### src/include/cfg_map.svh
`ifndef CFG_MAP_SVH
`define CFG_MAP_SVH
// instruction class encodings
`define CFG_CLS_OTHER      4'h0
`define CFG_CLS_NEAR_CALL  4'h1
`define CFG_CLS_FAR_CALL   4'h2
`define CFG_CLS_INT_ENTRY  4'h3
`define CFG_CLS_RETURN     4'h4
`define CFG_CLS_IND_JMP    4'h5
`define CFG_CLS_IND_CALL   4'h6
`define CFG_CLS_MARK_LEG   4'h7
`define CFG_CLS_MARK_WIDE  4'h8
`define CFG_CLS_STORE      4'h9
`define CFG_CLS_SSTK_OP    4'hA
// default widths and depth
`define CFG_ADDR_W         64
`define CFG_STK_DEPTH      16
`endif

### src/include/cfg_pkg.sv
package cfg_pkg;
	typedef enum logic [1:0] {
		CFG_IDLE         = 2'b01,
		CFG_AWAIT_MARKER = 2'b10
	} cfg_track_type;

	typedef enum logic [2:0] {
		CFG_FAULT_NONE   = 3'h0,
		CFG_FAULT_RETURN = 3'h1,
		CFG_FAULT_MARKER = 3'h2,
		CFG_FAULT_STORE  = 3'h3,
		CFG_FAULT_UNDER  = 3'h4,
		CFG_FAULT_OVER   = 3'h5
	} cfg_fault_type;

	// retired instruction from the pipeline
	typedef struct packed {
		logic        valid;
		logic [3:0]  cls;
		logic        user;
		logic [63:0] ret_addr;
		logic        page_sstk;
	} cfg_instr_type;

	// fault report towards the pipeline
	typedef struct packed {
		logic          fault;
		cfg_fault_type code;
	} cfg_report_type;
endpackage : cfg_pkg

### src/logic/cfg_stack.sv
`timescale 1ns/1ps
`include "cfg_map.svh"
module cfg_stack #(
	parameter int ADDR_W = `CFG_ADDR_W,
	parameter int DEPTH  = `CFG_STK_DEPTH
) (
	input  wire logic              clk_i,
	input  wire logic              nrst_i,
	input  wire logic              push_i,
	input  wire logic              pop_i,
	input  wire logic [ADDR_W-1:0] data_i,
	output logic      [ADDR_W-1:0] top_o,
	output logic                   empty_o,
	output logic                   full_o
);
	localparam int PW = $clog2(DEPTH + 1);

	if (DEPTH < 2 || ADDR_W < 1) begin : g_bad_param
		$error("cfg_stack: unsupported parameters");
	end

	logic [ADDR_W-1:0] mem [DEPTH];
	logic [PW-1:0]     ptr;
	logic [PW-1:0]     next_ptr;
	logic              do_push;
	logic              do_pop;

	always_comb begin
		do_push  = push_i && !full_o;
		do_pop   = pop_i && !empty_o;
		next_ptr = ptr;
		if (do_push) begin
			next_ptr = ptr + PW'(1);
		end else if (do_pop) begin
			next_ptr = ptr - PW'(1);
		end
	end

	always_ff @(posedge clk_i) begin
		if (!nrst_i) begin
			ptr <= '0;
		end else begin
			ptr <= next_ptr;
		end
	end

	always_ff @(posedge clk_i) begin
		if (do_push) begin
			mem[ptr[$clog2(DEPTH)-1:0]] <= data_i;
		end
	end

	assign empty_o = (ptr == '0);
	assign full_o  = (ptr == PW'(DEPTH));
	assign top_o   = empty_o ? '0 : mem[$clog2(DEPTH)'(ptr - PW'(1))];
endmodule : cfg_stack

### src/logic/cfg_guard.sv
`timescale 1ns/1ps
`include "cfg_map.svh"
module cfg_guard #(
	parameter int ADDR_W = `CFG_ADDR_W,
	parameter int DEPTH  = `CFG_STK_DEPTH
) (
	input  wire logic                   REF_CLK_I,
	input  wire logic                   NRST_I,
	input  wire logic                   SSTK_EN_USER_I,
	input  wire logic                   SSTK_EN_SUPER_I,
	input  wire logic                   IBT_EN_I,
	input  wire cfg_pkg::cfg_instr_type INSTR_I,
	output cfg_pkg::cfg_report_type     REPORT_O,
	output logic                        STORE_BLOCK_O,
	output logic                        RETURN_OK_O,
	output logic                        AWAIT_MARKER_O,
	output logic                        SSTK_EMPTY_O
);
	import cfg_pkg::*;

	localparam int             NCLS        = 16;
	localparam int             NPRIV       = 2;
	localparam int             LW          = $clog2(DEPTH + 1);
	localparam cfg_report_type REPORT_IDLE = '{fault: 1'b0, code: CFG_FAULT_NONE};

	// compare width and stack depth the logic can serve
	if (ADDR_W > 64 || ADDR_W < 8) begin : g_bad_width
		$error("cfg_guard: ADDR_W out of range");
	end
	if (DEPTH < 2) begin : g_bad_depth
		$error("cfg_guard: DEPTH too small");
	end
	if (DEPTH > 1024) begin : g_big_depth
		$error("cfg_guard: DEPTH beyond the array budget");
	end

	// retired instruction fields
	logic              instr_valid;
	logic [3:0]        instr_cls;
	logic              instr_user;
	logic              instr_page;
	logic [ADDR_W-1:0] addr;

	// instruction decode
	logic [NCLS-1:0]   cls_hot;
	logic [NPRIV-1:0]  priv_en;
	logic [NPRIV-1:0]  priv_sel;
	logic              ss_on;
	logic              is_near_call;
	logic              is_far_call;
	logic              is_entry;
	logic              is_ind_call;
	logic              is_ind_jmp;
	logic              is_call;
	logic              is_ret;
	logic              is_leg_marker;
	logic              is_wide_marker;
	logic              is_marker;
	logic              is_ind;
	logic              is_store;

	// shadow stack handshake
	logic              push;
	logic              pop;
	logic [ADDR_W-1:0] top;
	logic              empty;
	logic              full;
	logic [ADDR_W-1:0] addr_diff;
	logic              addr_same;

	// stack depth mirror
	logic [LW-1:0]     level;
	logic [LW-1:0]     next_level;
	logic              next_empty;

	// branch tracker
	cfg_track_type     track;
	cfg_track_type     next_track;
	logic              next_await;

	// fault conditions
	logic              awaiting;
	logic              marker_miss;
	logic              store_hit;
	logic              ret_under;
	logic              ret_bad;
	logic              ret_good;
	logic              call_over;

	// report group
	cfg_report_type    next_report;
	logic              next_store_block;
	logic              next_return_ok;

	always_comb begin
		instr_valid = INSTR_I.valid;
		instr_cls   = INSTR_I.cls;
		instr_user  = INSTR_I.user;
		instr_page  = INSTR_I.page_sstk;
		// compare and push use the low ADDR_W bits only
		addr        = INSTR_I.ret_addr[ADDR_W-1:0];
	end

	// one select line per class code, valid folded in
	for (genvar k = 0; k < NCLS; k++) begin : g_cls
		assign cls_hot[k] = instr_valid && (instr_cls == 4'(k));
	end

	// bit 1 user, bit 0 supervisor
	assign priv_en = {SSTK_EN_USER_I, SSTK_EN_SUPER_I};
	for (genvar p = 0; p < NPRIV; p++) begin : g_priv
		assign priv_sel[p] = priv_en[p] && (instr_user == 1'(p));
	end

	always_comb begin
		ss_on = |priv_sel;
	end

	// class aliases
	always_comb begin
		is_near_call   = cls_hot[`CFG_CLS_NEAR_CALL];
		is_far_call    = cls_hot[`CFG_CLS_FAR_CALL];
		is_entry       = cls_hot[`CFG_CLS_INT_ENTRY];
		is_ind_call    = cls_hot[`CFG_CLS_IND_CALL];
		is_ind_jmp     = cls_hot[`CFG_CLS_IND_JMP];
		is_ret         = cls_hot[`CFG_CLS_RETURN];
		is_leg_marker  = cls_hot[`CFG_CLS_MARK_LEG];
		is_wide_marker = cls_hot[`CFG_CLS_MARK_WIDE];
		is_store       = cls_hot[`CFG_CLS_STORE];
	end

	always_comb begin
		// indirect call pushes and arms the tracker
		is_call   = is_near_call
			|| is_far_call
			|| is_entry
			|| is_ind_call;
		is_marker = is_leg_marker || is_wide_marker;
		is_ind    = is_ind_jmp || is_ind_call;
	end

	// full and empty refuse the stack move
	always_comb begin
		push = ss_on
			&& is_call
			&& !full;
		pop  = ss_on
			&& is_ret
			&& !empty;
	end

	// return-address store, one entry per open call
	cfg_stack #(
		.ADDR_W (ADDR_W),
		.DEPTH  (DEPTH)
	) u_stack (
		.clk_i   (REF_CLK_I),
		.nrst_i  (NRST_I),
		.push_i  (push),
		.pop_i   (pop),
		.data_i  (addr),
		.top_o   (top),
		.empty_o (empty),
		.full_o  (full)
	);

	// top of stack against the popped data-stack address
	for (genvar b = 0; b < ADDR_W; b++) begin : g_cmp
		assign addr_diff[b] = top[b] ^ addr[b];
	end
	assign addr_same = ~|addr_diff;

	// depth mirror keeps the empty flag exact after the last pop
	always_comb begin
		next_level = level;
		// push and pop never meet: a class is one or the other
		if (push) begin
			next_level = level + LW'(1);
		end else if (pop) begin
			next_level = level - LW'(1);
		end
		next_empty = (next_level == '0);
	end

	always_ff @(posedge REF_CLK_I) begin
		if (!NRST_I) begin
			level        <= '0;
			SSTK_EMPTY_O <= 1'b1;
		end else begin
			level        <= next_level;
			SSTK_EMPTY_O <= next_empty;
		end
	end

	// branch tracker
	always_comb begin
		next_track = track;
		unique case (track)
			CFG_IDLE: begin
				if (instr_valid && IBT_EN_I && is_ind) begin
					next_track = CFG_AWAIT_MARKER;
				end
			end
			CFG_AWAIT_MARKER: begin
				// invalid cycles keep waiting while IBT_EN_I is set
				if (!IBT_EN_I) begin
					next_track = CFG_IDLE;
				end else if (instr_valid) begin
					// any next instruction leaves; a missing marker is faulted
					next_track = CFG_IDLE;
				end
			end
		endcase
		next_await = (next_track == CFG_AWAIT_MARKER);
	end

	// await output follows the registered state
	always_ff @(posedge REF_CLK_I) begin
		if (!NRST_I) begin
			track          <= CFG_IDLE;
			AWAIT_MARKER_O <= 1'b0;
		end else begin
			track          <= next_track;
			AWAIT_MARKER_O <= next_await;
		end
	end

	// fault conditions before priority
	always_comb begin
		awaiting    = (track == CFG_AWAIT_MARKER);
		marker_miss = instr_valid
			&& IBT_EN_I
			&& awaiting
			&& !is_marker;
		// plain stores to shadow pages are blocked, enabled or not, unless a marker miss takes priority
		store_hit   = is_store
			&& instr_page;
		// return on an empty stack is refused
		ret_under   = ss_on
			&& is_ret
			&& empty;
		ret_bad     = ss_on
			&& is_ret
			&& !empty
			&& !addr_same;
		ret_good    = ss_on
			&& is_ret
			&& !empty
			&& addr_same;
		// call on a full stack is refused, no push
		call_over   = ss_on
			&& is_call
			&& full;
	end

	// marker before store before return before overflow
	always_comb begin
		next_report      = REPORT_IDLE;
		next_store_block = 1'b0;
		next_return_ok   = 1'b0;
		if (marker_miss) begin
			next_report.fault = 1'b1;
			next_report.code  = CFG_FAULT_MARKER;
		end else if (store_hit) begin
			next_store_block  = 1'b1;
			next_report.fault = 1'b1;
			next_report.code  = CFG_FAULT_STORE;
		end else if (ret_under) begin
			next_report.fault = 1'b1;
			next_report.code  = CFG_FAULT_UNDER;
		end else if (ret_bad) begin
			next_report.fault = 1'b1;
			next_report.code  = CFG_FAULT_RETURN;
		end else if (ret_good) begin
			next_return_ok = 1'b1;
		end else if (call_over) begin
			next_report.fault = 1'b1;
			next_report.code  = CFG_FAULT_OVER;
		end
	end

	// one-cycle pulses, reloaded every clock, cleared by any cycle with nothing to report
	always_ff @(posedge REF_CLK_I) begin
		if (!NRST_I) begin
			REPORT_O      <= REPORT_IDLE;
			STORE_BLOCK_O <= 1'b0;
			RETURN_OK_O   <= 1'b0;
		end else begin
			REPORT_O      <= next_report;
			STORE_BLOCK_O <= next_store_block;
			RETURN_OK_O   <= next_return_ok;
		end
	end
endmodule : cfg_guard

### config.mk
export PLATFORM = sky130hd
export DESIGN_NAME = cfg_guard
export DESIGN_NICKNAME = d
export VERILOG_FILES = /design/src/include/cfg_pkg.sv /design/src/logic/cfg_stack.sv /design/src/logic/cfg_guard.sv
export VERILOG_INCLUDE_DIRS = /design/src /design/src/include
export SDC_FILE = /design/constraint.sdc
export NUM_CORES = 1
export LEC_CHECK = 0
export BUFFER_PORTS_ARGS = -buffer_cell sky130_fd_sc_hd__buf_2
export CORE_MARGIN = 4
export CORE_UTILIZATION = 55
export CTS_CLUSTER_DIAMETER = 200
export DETAILED_ROUTE_END_ITERATION = 6
export GPL_ROUTABILITY_DRIVEN = 1
export GPL_TIMING_DRIVEN = 0
export PLACE_DENSITY = 0.71
export SLEW_MARGIN = 20
export SYNTH_ARGS = -nofsm -noshare
export SYNTH_HDL_FRONTEND = slang
export SYNTH_SLANG_ARGS = --single-unit
### constraint.sdc
create_clock -name REF_CLK_I -period 6.8 [get_ports REF_CLK_I]
set_input_delay 0 -clock REF_CLK_I [delete_from_list [all_inputs] [get_ports REF_CLK_I]]
set_output_delay 0 -clock REF_CLK_I [all_outputs]
set_load 0.02 [all_outputs]
== Word-level counts from Yosys, hierarchy flattened ==
Memory sizes are Yosys's and may differ from the RTL's.
Cells that the tools add are included.
Word-level totals
  register bits: 20
  bits in latches: 0
  memory bits (writable): 1024
  bits in read-only memories: 0
  output and inout bits: 8
  word-level logic and storage cells: 157
  memories: 1
Memory list
  u_stack.mem: words 16, width 64, read ports 1, clocked after memory_dff 0, wr ports 1, line cfg_stack.sv:22  | logic [ADDR_W-1:0] mem [DEPTH];
Cells by class
  $add $sub $neg: 4
  $mul: 0
  div/mod/pow operators: 0
  order comparisons: 0
  equality and inequality tests: 13
  shift operators: 0
  multiplexer cells: 19
  bitwise gates (word level): 66
  reductions and logical operators: 43
Operators by type and width (count)
  two-way mux 64 bit: 1
  OR reduction 64 bit: 1
  XOR 1 bit: 64
  logical AND 1 bit: 26
  two-way mux 4 bit: 6
  two-way mux 5 bit: 4
  == test 4 x 3 -> 1 bit (second input constant): 4
  adder 5 x 1 -> 5 bit (second input constant): 2
  zero test 5 bit: 2
  subtractor 5 x 1 -> 5 bit (second input constant): 2
  == test 4 x 2 -> 1 bit (second input constant): 2
  == test 4 bit (second input constant): 2
  two-way mux 2 bit: 3
  == test 5 bit (second input constant): 1
  logical OR 1 bit: 5
  OR reduction 5 bit: 1
  == test 2 bit (second input constant): 2
  == test 4 x 1 -> 1 bit (second input constant): 1
  zero test 1 bit: 4
  two-way mux 1 bit: 4
  one-hot mux 2 bit (2 select lines): 1
  OR reduction 2 bit: 2
  OR reduction 3 bit: 1
  == test 2 x 1 -> 1 bit (second input constant): 1
  other kinds (2): 3

== Longest topological paths before layout ==
  depth after elaboration: 13
  depth in mapped cells: 23

== Cells and area by module ==
A second synthesis with hierarchy kept.
Unflattened totals
  cells, all modules: 1812
  area, all modules: 41065.6 um2
Modules (own cells, without submodules)
  cfg_stack: instances 1, cells each 1631, area an instance 39476.6 um2, seq. area each 30849.6 um2
  cfg_guard: instances 1, cells each 181, area an instance 1589.0 um2, seq. area each 300.3 um2

== Worst setup path after synthesis ==
OpenSTA, ideal clock, no wires.
  kind: reg2reg
  start: reg u_stack.ptr[0]
  end: mem u_stack.mem[0][0] (netlist name) (enable)
  setup time: 0.487 ns
  arrival time: 5.078 ns
  slack: 1.235 ns
  cell stages (with the launch flop): 13
  path buffers: 7
  cell sequence: dfxtp_1 -> buf_6 -> buf_12 -> buf_6 -> buf_6 -> buf_4 -> inv_2 -> buf_2 -> ha_1 -> nor2b_1 -> nand2_1 -> clkbuf_1 -> nor2_1
Between the ends
  cells in the longest elaborated chain, start to end: 6
RTL lines
  from (decl): line cfg_stack.sv:23  | logic [PW-1:0] ptr;
  from (signal assigned): line cfg_stack.sv:43  | ptr <= next_ptr;
  == test 5 bit: line cfg_stack.sv:54  | assign full_o = (ptr == PW'(DEPTH));
  zero test 1 bit: line cfg_stack.sv:29, cfg_guard.sv:146
  logical AND 1 bit: line cfg_guard.sv:146  | && !full;
  logical AND 1 bit: line cfg_stack.sv:29  | do_push = push_i && !full_o;
  two-way mux 1 bit: line cfg_stack.sv:48  | if (do_push) begin
  two-way mux 1 bit (implied by the code): line cfg_stack.sv:49  | mem[ptr[$clog2(DEPTH)-1:0]] <= data_i;
  to (decl): line cfg_stack.sv:22
Several ways; a longest one is shown, not always the timed one.

== Final worst setup path ==
  start: reg u_stack.ptr[0]
  end: reg RETURN_OK_O
Between the ends
  cells in the longest elaborated chain, start to end: 8
  elaborated cells between the ends (all ways): 77
RTL lines
  subtractor 5 x 1 -> 5 bit
  memory (16 x 64 bit)
  two-way mux 64 bit: line cfg_stack.sv:55  | assign top_o = empty_o ? '0 : mem[$clog2(DEPTH)'(ptr - PW'(1))];
  XOR 1 bit: line cfg_guard.sv:169  | assign addr_diff[b] = top[b] ^ addr[b];
  OR reduction 64 bit: line cfg_guard.sv:171  | assign addr_same = ~|addr_diff;
  zero test 1 bit: line cfg_guard.sv:171
  logical AND 1 bit: line cfg_guard.sv:249  | && addr_same;
  two-way mux 1 bit: line cfg_guard.sv:274  | end else if (ret_good) begin
  to (signal assigned): line cfg_guard.sv:291  | RETURN_OK_O <= next_return_ok;
  to (decl): line cfg_guard.sv:15  | output logic RETURN_OK_O,
Several ways; a longest one is shown, not always the timed one.
A chain may end at the register's enable or synchronous reset.

==> impl_metrics.py <==
metrics = {
    "setup_path": {
        "cp_slowest_stage_delay_ps": 480,
        "required_ps": 7390,
        "worstSetupPathType": "flop to flop",
        "crit_arrival_ps": 7110,
        "r2r_slack_ps": 280,
        "rr_worst_depth": 22,
        "worstPathMaxFanout": 12,
        "start_kind": "flop",
        "timing.rr.start": "u_stack.ptr[0]",
        "reg2reg_to": "RETURN_OK_O",
        "crit_path_end_kind": "flop",
        "critPathSlowestCell": "and4b_2",
        "path_cells": "buf_6 > buf_12 > buf_6 > buf_6 > buf_6 > inv_2 > buf_2 > ha_1 > buf_4 > buf_4 > buf_4 > buf_4 > clkbuf_4 > mux4_2 > mux2i_1 > o22ai_1 > xnor2_2 > nand4_1 > nor4_4 > nand4_1 > and4b_2 > and3_1",
    },
    "worst_hold_path": {
        "hold_depth": 6,
        "min-delay-start": "INSTR_I[68]",
        "hp-class": "input pin to flop",
        "min_to": "REPORT_O[2]",
    },
    "clock_network": {
        "cts_setup_buffers": 0,
        "cts_sinks": 1044,
        "clock_path_buffers": 3,
        "cts_tree": "done",
        "clk_pin_slew_ps": 60,
        "cts_max_level": 3,
        "insertion_delay_ps": 660,
        "cts_buffers": 103,
        "ctsRootBufferMaster": "clkbuf_16",
    },
    "synthesis": {
        "ys.flop_type": "edfxtp_1",
        "yosysUniqueCellTypes": 65,
        "ys_seq_elements": 1044,
        "synth_area_sq_mm": 0.0412,
        "avgSynthCellArea_sq_um": 21.4,
        "ys_seq_area_share_pct": 75.5,
        "async_reset_ff_share_pct": 0,
        "syn_nets": 2011,
        "synth-edff-count": 1024,
        "netlist_instances": 1928,
        "synth_warnings": 0,
    },
    "pwr": {
        "power_switching_uw": 2820,
        "combPwrFrac_pct": 5.7,
        "p_int_uw": 10700,
        "max-vdd-ir-drop_v": 0.000224,
        "power_leakage_uw": 0.0155,
        "seqPwrFrac_pct": 52.4,
        "powerDensity_mw_per_mm2": 282,
        "switching_share_pct": 20.9,
        "p_clk_share_pct": 41.9,
    },
    "timing": {
        "finalClockSkew_ps": 24.3,
        "hold_viol_final": 0,
        "setup_viol": 0,
        "fmax_mhz": 153,
        "timing.final.crit_share_pct": 95.9,
        "slew_headroom_pct": 26.9,
        "fin_ws_ps": 280,
        "drv_slew": 0,
        "rsz0062_at_grt": "no",
        "worst_pin_slew_ps": 1090,
        "period_needed_ps": 6520,
    },
    "global_route": {
        "first_global_vias": 21600,
        "grt_antenna_before_repair": 3,
        "grt_pass1_wl_um": 150000,
        "grtUsageTotal_pct": 26.5,
        "grt_max_degree": 35,
        "grt_overflow": 0,
    },
    "detailed_routing": {
        "postRouteAntennaNets": 0,
        "firstDrtPassIters": 6,
        "wirelength_um": 104000,
        "avgViaCountPerCell": 6.56,
        "via_count": 21500,
        "drt_iter0_markers": 3034,
        "drcViolationCount": 0,
        "drt-wirelength-per-cell_um": 31.6,
    },
    "die": {
        "start_util_pct": 55.5,
        "die_x_um": 282,
        "fp.dieH_um": 282,
        "core-area_sq_mm": 0.0743,
        "die-area_sq_mm": 0.0794,
        "io_pins": 84,
        "num_rows": 100,
    },
    "placed_design": {
        "post-place-ws_ps": -731,
        "portBuffers": 83,
        "placed_cells": 3009,
        "dp_hpwl_um": 60200,
        "gp_congestion": 0.819,
    },
    "final_layout": {
        "multi_input_area_sq_mm": 0.00952,
        "final_cells": 3279,
        "layout-drive-gt1-share_pct": 27.3,
        "syn2layout_area_growth_pct": 16.1,
        "num-nets-final": 2307,
        "seq_area_sq_mm": 0.0311,
        "fillCellCount": 4918,
    },
    "status": {
        "run_status": "completed",
    },
    "flow_run": {
        "maxCapViolCount": 0,
    },
}
==> synthesized netlist by cell type (10+ instances only) <==
library cell | n | area [sq um]
o22ai_1 | 28 | 175
and3_1 | 14 | 87.6
a211oi_1 | 11 | 82.6
clkbuf_1 | 25 | 93.8
nand3_1 | 24 | 120
dfxtp_1 | 20 | 400
buf_6 | 13 | 146
mux2_2 | 12 | 135
nor2_1 | 24 | 90.1
edfxtp_1 | 1024 | 30700
and2_1 | 24 | 150
xnor2_1 | 32 | 280
mux2i_1 | 102 | 1020
buf_4 | 10 | 75.1
a31oi_1 | 17 | 106
mux4_2 | 240 | 5410
o21ai_0 | 14 | 70.1
buf_2 | 37 | 185
xor2_1 | 30 | 263
a221oi_1 | 12 | 105
nand4_1 | 13 | 81.3
nand2_1 | 66 | 248
==> placed cells by master (no fill, tap or decap), types with 12 or more instances in the layout <==
| master | count |
|---|---|
| a221oi_1 | 12 |
| a31oi_1 | 17 |
| and2_1 | 16 |
| buf_12 | 16 |
| buf_16 | 16 |
| buf_2 | 117 |
| buf_6 | 14 |
| bufinv_16 | 13 |
| clkbuf_1 | 31 |
| clkbuf_16 | 105 |
| clkinv_1 | 23 |
| clkinv_2 | 25 |
| dfxtp_1 | 20 |
| dlygate4sd3_1 | 80 |
| edfxtp_1 | 1024 |
| mux2_2 | 12 |
| mux2i_1 | 101 |
| mux4_2 | 240 |
| nand2_1 | 66 |
| nand3_1 | 24 |
| nand4_1 | 13 |
| nor2_1 | 22 |
| o21ai_0 | 14 |
| o22ai_1 | 28 |
| xnor2_1 | 31 |
| xor2_1 | 30 |
==> layout make-up <==
cell class,instances,share of cell area [%]
Buffer,95,1.41
Clock buffer,120,5.61
Timing Repair Buffer,192,4.00
Multi-Input combinational cell,780,19.9
Clock inverter,69,1.43
Sequential cell,1044,65.1
Antenna cell,2,0.0105
Inverter,8,0.0627
Tap cell,969,2.53
==> per-stage QoR <==
stage	power, uW	utilization (%)	setup TNS (ps)	hold WS [ps]	instance area (sq um)
after floorplan	7640	-	0	98.9	41200
after global placement	7920	57.7	-333000	330	42900
after detailed placement	7940	58.7	-2160	338	43600
after CTS	13600	64.4	0	36.5	47800
after global routing	13900	64.4	0	125	47900
final	13500	64.4	0	105	47900
==> logic make-up (layout without fill, tap and decap cells) <==
kind of cell	count (synthesis)	count (layout)	share of synthesized area, %
DFF	1044	1044	75.5
muxes	357	357	16.1
other	0	2	0
xor gates and xnor gates	63	63	1.38
buffers and inverters	104	484	1.61
adders and majority gates	7	7	0.212
AOI/OAI and AO/OA	138	138	2.42
and+or+nand+nor	215	215	2.72
==> power by group through the flow <==
stage | logic (uW) | registers (uW) | clock network (uW)
after CTS | 769 | 7080 | 5720
after global placement | 700 | 7220 | 0
after global routing | 820 | 7080 | 6000
final | 772 | 7080 | 5660
after detailed placement | 726 | 7220 | 0
after floorplan | 425 | 7220 | 0
==> registers in the layout, summed over array words and instances (netlist names) <==
name / cells
u_stack.mem: 1024
level: 5
u_stack.ptr: 5
REPORT_O: 4
track: 2
AWAIT_MARKER_O: 1
RETURN_OK_O: 1
SSTK_EMPTY_O: 1
STORE_BLOCK_O: 1
==> how the worst max path moves through the flow <==
| stage | startpoint | cells after the start | endpoint | slack (ps) |
|---|---|---|---|---|
| finish | u_stack.ptr[0] | 22 | RETURN_OK_O | 280 |
| global route | u_stack.ptr[0] | 22 | RETURN_OK_O | 40 |
| floorplan | u_stack.ptr[0] | 12 | u_stack.mem[0][0] | 1240 |
| CTS | u_stack.ptr[0] | 21 | RETURN_OK_O | 10 |
| global placement | u_stack.ptr[0] | 12 | u_stack.mem[0][41] | -3800 |
| detailed placement | u_stack.ptr[0] | 22 | RETURN_OK_O | -730 |
==> critical path: cells and delay by family (launching register included) <==
family / cells / cell delay [ps]
DFF: 1 / 430
AOI/OAI and AO/OA: 1 / 150
muxes: 2 / 520
adders and majority gates: 1 / 360
xor gates and xnor gates: 1 / 370
and+or+nand+nor: 5 / 1750
buffers and inverters: 12 / 2790
==> repair_timing <==
| action | CTS | global route |
|---|---|---|
| pin swaps | 0 | 1 |
| endpoints found under the setup margin | 3 | 3 |
| gates resized for setup | 15 | 15 |
| endpoints found under the hold margin | 1040 | 0 |
| hold buffers | 80 | 0 |
==> routing by layer <==
metal	share of wire [%]	global-route usage, %	vias to the layer above
met5	0	0	-
met4	3.4	8.91	0
met3	10	4.53	188
met2	48	41.7	1276
met1	39	38.7	11300
li1	-	-	8714
Note: power is estimated with default switching activity, not from simulation.
